[config.mk]
export PLATFORM = sky130hd
export DESIGN_NAME = data_memory_address_modifier
export DESIGN_NICKNAME = d
export VERILOG_FILES = /design/src/verilog/dmam_pkg.sv /design/src/verilog/alu_nibble.sv /design/src/verilog/data_memory_address_modifier.sv
export VERILOG_INCLUDE_DIRS = /design/src /design/src/verilog
export SDC_FILE = /design/constraint.sdc
export NUM_CORES = 1
export LEC_CHECK = 0
export ABC_CLOCK_PERIOD_IN_PS = 4460
export BUFFER_PORTS_ARGS = -buffer_cell sky130_fd_sc_hd__buf_2
export CAP_MARGIN = 20
export CORE_ASPECT_RATIO = 0.6
export CORE_MARGIN = 5
export CORE_UTILIZATION = 43
export CTS_CLUSTER_DIAMETER = 100
export DETAILED_ROUTE_END_ITERATION = 16
export PLACE_DENSITY_LB_ADDON = 0.05
export RECOVER_POWER = 25
export SLEW_MARGIN = 20
export SYNTH_ARGS = -nofsm -noshare
export SYNTH_HDL_FRONTEND = slang
export SYNTH_HIERARCHICAL = 1
export SYNTH_SLANG_ARGS = --single-unit
[constraint.sdc]
create_clock -name i_sys_clk -period 4.46 [get_ports i_sys_clk]
set_clock_uncertainty 0.2 [all_clocks]
set_input_delay 1.115 -clock i_sys_clk [delete_from_list [all_inputs] [get_ports i_sys_clk]]
set_output_delay 1.115 -clock i_sys_clk [all_outputs]
set_load 0.03 [all_outputs]
[src/verilog/dmam_defines.svh]
`ifndef DMAM_DEFINES_SVH
`define DMAM_DEFINES_SVH

// System register offsets (7-bit data memory address)
`define DMAM_ADDR_IXH   7'h7A
`define DMAM_ADDR_IXM   7'h7B
`define DMAM_ADDR_IXL   7'h7C
`define DMAM_ADDR_RPH   7'h7D
`define DMAM_ADDR_RPL   7'h7E
`define DMAM_ADDR_PSW   7'h7F

// Field positions
`define DMAM_BIT_RPON   3
`define DMAM_BIT_DEC    0
`define DMAM_BIT_CMP    3
`define DMAM_BIT_CY     2
`define DMAM_BIT_Z      1
`define DMAM_BIT_IXE    0

// Reset values
`define DMAM_RST_NIB    4'h0
`define DMAM_RST_IDX    11'h000
`define DMAM_RST_ADDR   11'h000
`define DMAM_RST_RPL    3'h0

// Decimal arithmetic limits
`define DMAM_BCD_MAX    5'h09
`define DMAM_BCD_ADJ    5'h06

`endif

[src/verilog/dmam_pkg.sv]
package dmam_pkg;

  // Decoded instruction class handed over by the decoder
  typedef enum logic [3:0] {
    OP_ADD    = 4'h0,
    OP_ADDC   = 4'h1,
    OP_SUB    = 4'h2,
    OP_SUBC   = 4'h3,
    OP_AND    = 4'h4,
    OP_OR     = 4'h5,
    OP_XOR    = 4'h6,
    OP_MOV    = 4'h7,
    OP_ST_IND = 4'h8,
    OP_LD_IND = 4'h9,
    OP_SKT    = 4'hA,
    OP_SKF    = 4'hB,
    OP_ROTATE_RIGHT_THRU_CARRY   = 4'hC,
    OP_FIXED  = 4'hD
  } op_t;

  // Whole state of the address modifier
  typedef struct packed {
    logic        rp_on;
    logic [10:0] idx;
    logic [2:0]  rp_low;
    logic        dec;
    logic        cmp;
    logic        cy;
    logic        z;
    logic        ix_on;
    logic [3:0]  rdata;
    logic [10:0] dir_addr;
    logic [10:0] ind_addr;
    logic [10:0] gen_addr;
    logic [3:0]  result;
    logic        wr_en;
    logic        skip;
    logic        done;
  } state_t;

endpackage

[src/verilog/alu_nibble.sv]
`timescale 1ns/1ps
`include "dmam_defines.svh"

module alu_nibble (
  // Operands
  input  wire logic [3:0] i_a,
  input  wire logic [3:0] i_b,
  input  wire logic       i_cin,
  // Mode
  input  wire logic       i_sub,
  input  wire logic       i_dec,
  // Result
  output logic      [3:0] o_sum,
  output logic            o_cout
);

  logic [4:0] bin;

  // Binary result first, decimal adjust on top of it
  always_comb begin
    if (i_sub) begin
      bin = {1'b0, i_a} - {1'b0, i_b} - {4'h0, i_cin};
    end else begin
      bin = {1'b0, i_a} + {1'b0, i_b} + {4'h0, i_cin};
    end
    o_sum  = bin[3:0];
    o_cout = bin[4];
    if (i_dec) begin
      if (!i_sub) begin
        // Sums above nine wrap into the next decade
        o_cout = (bin > `DMAM_BCD_MAX);
        if (o_cout) begin
          o_sum = 4'(bin + `DMAM_BCD_ADJ);
        end
      end else if (bin[4]) begin
        o_sum = 4'(bin - `DMAM_BCD_ADJ);
      end
    end
  end

endmodule

[src/verilog/data_memory_address_modifier.sv]
// Implementation choice: the address-and-strobe port.
`timescale 1ns/1ps
`include "dmam_defines.svh"

module data_memory_address_modifier (
  // Clock and reset
  input  wire logic        i_sys_clk,
  input  wire logic        i_rst,
  // Decoded instruction
  input  wire logic        i_op_valid,
  input  wire logic [3:0]  i_op,
  input  wire logic [3:0]  i_bank,
  input  wire logic [6:0]  i_m_addr,
  input  wire logic [3:0]  i_r_col,
  input  wire logic [3:0]  i_r_data,
  input  wire logic [3:0]  i_opnd,
  // Register port
  input  wire logic [6:0]  i_reg_addr,
  input  wire logic [3:0]  i_reg_wdata,
  input  wire logic        i_reg_wr,
  input  wire logic        i_reg_rd,
  output logic      [3:0]  o_reg_rdata,
  // Addresses and datapath results
  output logic      [10:0] o_dir_addr,
  output logic      [10:0] o_ind_addr,
  output logic      [10:0] o_gen_addr,
  output logic      [3:0]  o_result,
  output logic             o_wr_en,
  output logic             o_skip,
  output logic             o_done,
  // Flags
  output logic             o_row_pointer_on,
  output logic             o_index_on,
  output logic             o_decimal_mode,
  output logic             o_compare_mode,
  output logic             o_carry,
  output logic             o_zero
);

  //--------------------------------------------------------------
  // Decode helpers
  //--------------------------------------------------------------

  function automatic logic is_arith(input logic [3:0] op);
    is_arith = (op <= 4'(dmam_pkg::OP_SUBC));
  endfunction

  function automatic logic is_indirect(input logic [3:0] op);
    is_indirect = (op == 4'(dmam_pkg::OP_ST_IND)) ||
                  (op == 4'(dmam_pkg::OP_LD_IND));
  endfunction

  // Ops whose direct operand may be index-modified
  function automatic logic is_indexable(input logic [3:0] op);
    is_indexable = (op != 4'(dmam_pkg::OP_ROTATE_RIGHT_THRU_CARRY)) &&
                   (op != 4'(dmam_pkg::OP_FIXED));
  endfunction

  //--------------------------------------------------------------
  // State
  //--------------------------------------------------------------

  dmam_pkg::state_t st_q;
  dmam_pkg::state_t st_d;

  logic [10:0] raw_addr;
  logic [6:0]  raw_row;
  logic [6:0]  row_ptr;
  logic        r_lsb;
  logic [10:0] real_addr;
  logic        use_index;
  logic        alu_sub;
  logic        alu_cin;
  logic [3:0]  alu_sum;
  logic        alu_cout;
  logic [3:0]  rd_mux;

  // Unmodified address and the pointer view of the index register
  assign raw_addr = {i_bank, i_m_addr};
  assign raw_row  = raw_addr[10:4];
  assign row_ptr  = st_q.idx[10:4];
  assign r_lsb    = i_r_data[0];

  // Status word access stays unmodified so indexing can be turned off
  assign use_index = st_q.ix_on && is_indexable(i_op) &&
                     (i_m_addr != `DMAM_ADDR_PSW);
  assign real_addr = use_index ? (raw_addr | st_q.idx)
                               : raw_addr;

  // Carry chains only for the carry-using variants
  assign alu_sub = (i_op == 4'(dmam_pkg::OP_SUB)) ||
                   (i_op == 4'(dmam_pkg::OP_SUBC));
  assign alu_cin = st_q.cy && ((i_op == 4'(dmam_pkg::OP_ADDC)) ||
                               (i_op == 4'(dmam_pkg::OP_SUBC)));

  alu_nibble u_alu (
    .i_a    (i_r_data),
    .i_b    (i_opnd),
    .i_cin  (alu_cin),
    .i_sub  (alu_sub),
    .i_dec  (st_q.dec),
    .o_sum  (alu_sum),
    .o_cout (alu_cout)
  );

  //--------------------------------------------------------------
  // Register read mux
  //--------------------------------------------------------------

  // Fixed upper pointer bits and unmapped offsets read as zero
  always_comb begin
    unique case (i_reg_addr)
      `DMAM_ADDR_IXH: rd_mux = {st_q.rp_on, st_q.idx[10:8]};
      `DMAM_ADDR_IXM: rd_mux = st_q.idx[7:4];
      `DMAM_ADDR_IXL: rd_mux = st_q.idx[3:0];
      `DMAM_ADDR_RPL: rd_mux = {st_q.rp_low, st_q.dec};
      `DMAM_ADDR_PSW: rd_mux = {st_q.cmp, st_q.cy,
                                st_q.z, st_q.ix_on};
      default:        rd_mux = `DMAM_RST_NIB;
    endcase
  end

  //--------------------------------------------------------------
  // Next state
  //--------------------------------------------------------------

  // Software writes first, instruction flag updates override them
  // so a flag event in the same cycle as a write is never lost.
  always_comb begin
    st_d       = st_q;
    st_d.done  = 1'b0;
    st_d.rdata = i_reg_rd ? rd_mux : `DMAM_RST_NIB;
    if (i_reg_wr) begin
      unique case (i_reg_addr)
        `DMAM_ADDR_IXH: begin
          st_d.rp_on       = i_reg_wdata[`DMAM_BIT_RPON];
          st_d.idx[10:8]   = i_reg_wdata[2:0];
        end
        `DMAM_ADDR_IXM: st_d.idx[7:4] = i_reg_wdata;
        `DMAM_ADDR_IXL: st_d.idx[3:0] = i_reg_wdata;
        `DMAM_ADDR_RPL: begin
          st_d.rp_low = i_reg_wdata[3:1];
          st_d.dec    = i_reg_wdata[`DMAM_BIT_DEC];
        end
        `DMAM_ADDR_PSW: begin
          st_d.cmp   = i_reg_wdata[`DMAM_BIT_CMP];
          st_d.cy    = i_reg_wdata[`DMAM_BIT_CY];
          st_d.z     = i_reg_wdata[`DMAM_BIT_Z];
          st_d.ix_on = i_reg_wdata[`DMAM_BIT_IXE];
        end
        default: ;
      endcase
    end
    if (i_op_valid) begin
      st_d.done     = 1'b1;
      st_d.skip     = 1'b0;
      st_d.result   = i_opnd;
      st_d.wr_en    = 1'b1;
      st_d.dir_addr = real_addr;
      // General register row lives in bank 0
      st_d.gen_addr = {4'h0, st_q.rp_low, i_r_col};
      // Indirect side follows the direct operand's bank and row; the
      // column is the contents of register r, not its own column
      st_d.ind_addr = {real_addr[10:4], i_r_data};
      if (is_indirect(i_op) && st_q.rp_on) begin
        // Pointer supplies bank (upper) and row (low three bits)
        st_d.ind_addr = {row_ptr, i_r_data};
      end
      if (is_arith(i_op)) begin
        st_d.result = alu_sum;
        st_d.wr_en  = !st_q.cmp;
        st_d.cy     = alu_cout;
        if (alu_sum != 4'h0) begin
          st_d.z = 1'b0;
        end else if (!st_q.cmp) begin
          st_d.z = 1'b1;
        end else begin
          st_d.z = st_q.z;
        end
      end else begin
        unique case (i_op)
          4'(dmam_pkg::OP_AND): st_d.result = i_r_data & i_opnd;
          4'(dmam_pkg::OP_OR):  st_d.result = i_r_data | i_opnd;
          4'(dmam_pkg::OP_XOR): st_d.result = i_r_data ^ i_opnd;
          4'(dmam_pkg::OP_SKT): begin
            st_d.wr_en = 1'b0;
            st_d.skip  = ((i_opnd & i_r_data) == i_r_data);
            st_d.cmp   = 1'b0;
          end
          4'(dmam_pkg::OP_SKF): begin
            st_d.wr_en = 1'b0;
            st_d.skip  = ((i_opnd & i_r_data) == 4'h0);
            st_d.cmp   = 1'b0;
          end
          4'(dmam_pkg::OP_ROTATE_RIGHT_THRU_CARRY): begin
            st_d.result = {st_q.cy, i_r_data[3:1]};
            st_d.cy     = r_lsb;
          end
          4'(dmam_pkg::OP_FIXED): st_d.wr_en = 1'b0;
          default: ;
        endcase
      end
    end
  end

  //--------------------------------------------------------------
  // State register
  //--------------------------------------------------------------

  always_ff @(posedge i_sys_clk or posedge i_rst) begin
    if (i_rst) begin
      st_q <= '0;
    end else begin
      st_q <= st_d;
    end
  end

  //--------------------------------------------------------------
  // Outputs
  //--------------------------------------------------------------

  // All from the state register; write enable and skip are gated with done
  assign o_reg_rdata      = st_q.rdata;
  assign o_dir_addr       = st_q.dir_addr;
  assign o_ind_addr       = st_q.ind_addr;
  assign o_gen_addr       = st_q.gen_addr;
  assign o_result         = st_q.result;
  assign o_wr_en          = st_q.wr_en & st_q.done;
  assign o_skip           = st_q.skip & st_q.done;
  assign o_done           = st_q.done;
  assign o_row_pointer_on = st_q.rp_on;
  assign o_index_on       = st_q.ix_on;
  assign o_decimal_mode   = st_q.dec;
  assign o_compare_mode   = st_q.cmp;
  assign o_carry          = st_q.cy;
  assign o_zero           = st_q.z;
endmodule

==> flow_summary.yaml <==
grt:
  antenna_found_initial: 0
  grt_pass1_wl_um: 17460
  grt.met1_usage_pct: 32.07
  overflow: 0
  grt_max_degree: 41
  grtUsageMet2_pct: 23.37
  met3_usage_pct: 7.093
  grt_use_total_pct: 19.68
  busiest_layer: "met1"
  grt_pass1_vias: 3114
routing:
  drc: 0
  wl_per_cell_um: 18.03
  vias_per_cell: 5.124
  finalWirelength_um: 11520
  firstDrtPassIters: 4
  vias: 3274
  drt-initial-drc-count: 212
  ant_nets: 0
logic_synthesis:
  synthMuxAreaShare_pct: 11.64
  synth_top_family_by_area: "compound AO/OA/AOI/OAI gates"
  synth_seq_cells: 60
  synth_edf_count: 0
  synth_compound_area_share_pct: 17.12
  syn-cell-area_um2: 4150
  synth_seq_area_share_pct: 36.18
  synth-simple-area-share_pct: 11.43
  async_reset_ff_share_pct: 100.0
  synth.avg_cell_area_um2: 9.720
  ys.flop_type: "dfrtp_1"
  netlist_instances: 427
  yosys_warnings: 6
  synth_xor_area_share_pct: 1.688
  synth.distinct_cells: 60
  synthAdderAreaFrac_pct: 9.165
timing:
  relSlewSlack_pct: -42.42
  setup_violations: 5
  period_needed_ps: 4712
  fin_ws_ps: -252.4
  fmax_ghz: 0.2122
  hold_viol: 0
  fin_crit_sh_pct: 105.7
  tightestPinTransition_ps: 2136
  rsz0062_at_grt: "yes"
  maxSlewViolCount: 39
setup_path:
  cp.arrival_ps: 4730
  cpPeakStageDelay_ps: 590
  startpoint: "i_op[2]"
  critPathLaunchType: "primary input"
  path_cells: "buf_8 > nor2_4 > and3_4 > fa_2 > inv_2 > ha_4 > or2_4 > fa_2 > buf_4 > buf_4 > nand2b_2 > a21oi_2 > xnor2_1 > o21ai_2 > a211oi_2 > o32a_1 > mux2i_1 > buf_4 > a21oi_2 > o22a_1"
  crit_path_end_kind: "flop"
  critical-path-slowest-cell: "fa_2"
  worstPathRequired_ps: 4480
  worstPathMaxFanout: 3
  crit_path_frequent_cell: "buf_4"
  r2r_start: "o_carry"
  worstSetupPathType: "primary input to flop"
power:
  power.total_mw: 1.777
  leakagePower_nw: 2.405
  power_density_nw_per_um2: 354.4
  ir_drop_uv: 268.0
die:
  num_rows: 27
  io_pins: 93
  initial_core_util_pct: 44.67
  dieArea_um2: 11780
  die_x_um: 136.8
  coreArea_um2: 9290
  die_h_um: 86.10
final_layout:
  finalNonFillerCells: 639
  antenna_cells: 0
  syn2layout_area_growth_pct: 20.83
  n_fill_cell: 873
  drive_gt1_share_pct: 40.08
  ff_latch_area_um2: 1501
  nets: 577
  fin_util_pct: 53.98
  multi_input_area_um2: 2246
clock_network:
  htreeDepth: 3
  cts_buffers: 9
  clock_path_buffers: 2
  cts_tree: "built"
  path_clk_slew_ps: 50
  root_buffer: "clkbuf_16"
  hold_buffers: 0
  clk_latency_ps: 330
  cts.sinks: 60
placement:
  placedCellCount: 616
  pre_cts_ws_ps: -654.3
  dpl.hpwl_um: 8640
  port_buffers: 88
  gp_congestion: 0.8596
worst_hold_path:
  hp-class: "flop to flop"
  min-delay-start: "o_gen_addr[1]"
run_status:
  outcome: "finished with violations"
  violations: "capacitance limit, slew limit, setup timing"
job:
  drv_cap: 1
critical path, delay by kind of cell:
| family | cells | cell delay, ps |
|---|---|---|
| adders and majority gates | 3 | 1090 |
| AOI/OAI and AO/OA | 6 | 1050 |
| and+or+nand+nor | 4 | 600 |
| buffers and inverters | 5 | 540 |
| muxes | 1 | 170 |
| xor gates and xnor gates | 1 | 150 |
cells in the mapped netlist, drive strengths merged, types with 3 or more instances:
| master | number | share of area, % |
|---|---|---|
| xnor2 | 6 | 1.3 |
| a21oi | 40 | 4.9 |
| fa | 4 | 1.9 |
| a31oi | 7 | 1.1 |
| buf | 53 | 9.3 |
| nand2b | 7 | 1.1 |
| clkbuf | 6 | 0.54 |
| nor2b | 5 | 0.75 |
| o221ai | 4 | 0.84 |
| inv | 31 | 2.8 |
| nor3 | 3 | 0.36 |
| nor2 | 35 | 3.2 |
| o22a | 4 | 0.84 |
| and3 | 4 | 0.60 |
| a22oi | 10 | 1.8 |
| ha | 24 | 7.2 |
| o21ai | 21 | 2.6 |
| mux2 | 34 | 9.2 |
| a2bb2oi | 4 | 0.84 |
| nand3 | 4 | 0.48 |
| nand2 | 10 | 0.90 |
| mux2i | 10 | 2.4 |
| and2 | 3 | 0.45 |
| dfrtp | 60 | 36 |
layout by cell type (no fill, tap or decap), types with 3 or more instances in the layout:
master / Yosys / layout
buf_2: 7 / 84
o21ai_2: 1 / 3
nand3_1: 4 / 4
clkinv_2: 0 / 3
o21ai_0: 13 / 11
nor2b_1: 5 / 5
a22oi_1: 10 / 10
o22a_1: 4 / 4
o221ai_1: 4 / 4
a31oi_1: 7 / 7
mux2i_1: 10 / 9
buf_4: 42 / 34
ha_1: 24 / 20
a21oi_1: 39 / 35
nor2_1: 34 / 34
xnor2_1: 6 / 5
inv_2: 1 / 4
a21oi_2: 1 / 5
nand2b_1: 6 / 6
inv_1: 30 / 27
conb_1: 1 / 4
nand2_1: 10 / 10
a2bb2oi_1: 4 / 4
buf_6: 3 / 3
and2_1: 3 / 3
dfrtp_1: 60 / 60
mux2_2: 34 / 34
clkbuf_16: 0 / 9
o21ai_1: 7 / 7
and3_1: 4 / 3
what timing repair did:
item                       CTS  global route
buffers inserted             8             1
resized for setup           12            15
pin swaps                   10            10
setup endpoints to repair    5             5
where the power goes:
part | switching (mW) | internal (mW)
clock network | 0.242 | 0.366
registers | 0.0407 | 0.595
logic | 0.316 | 0.218
total | 0.598 | 1.18
layer usage:
layer,routed length (um),vias up
li1,-,1612
met1,6203,1542
met2,4220,108
met3,994,12
met4,105,0
met5,0,-
flip-flops by register name, indices dropped and copies added, names as in the netlist:
register	flops
o_done	1
o_decimal_mode	1
o_zero	1
row_ptr	7
o_reg_rdata	4
o_row_pointer_on	1
o_gen_addr	7
st_q	9
o_ind_addr	11
o_index_on	1
o_carry	1
o_dir_addr	11
o_result	4
o_compare_mode	1
final timing paths:
path	endpoint	slack, ps	depth (start not counted)
max	o_result[2]	-250	20
min	o_gen_addr[1]	300	1
max reg2reg	o_result[2]	280	18
min reg2reg	o_gen_addr[1]	300	1
max in group asynchronous	o_dir_addr[9]	830	3
min in group asynchronous	o_gen_addr[1]	750	2
through the flow:
step           cell area, um2  hold slack (ps)  TNS (ps)
6_report                 5015            298.5    -996.0
3_3_place_gp             4588            282.8     -2456
2_1_floorplan            4199            272.1     -1565
4_1_cts                  4949            301.8    -760.6
3_5_place_dp             4588            290.1     -2946
5_1_grt                  5015            318.3     -1588
area by class of cell:
type,instances,area share [%]
Sequential cell,60,29.94
Clock inverter,5,0.6238
Timing Repair Buffer,124,14.60
Multi-Input combinational cell,280,44.79
Clock buffer,9,4.491
Inverter,31,2.320
Tap cell,130,3.244
cells by family after synthesis:
group,Yosys count
AO/OA/AOI/OAI,107
buffers and inverters,90
AND/OR/NAND/NOR,89
XOR/XNOR,8
multiplexers,44
adder cells (fa/ha/maj),28
flip-flops,60
other,1
Note: power is estimated with default switching activity, not from simulation.
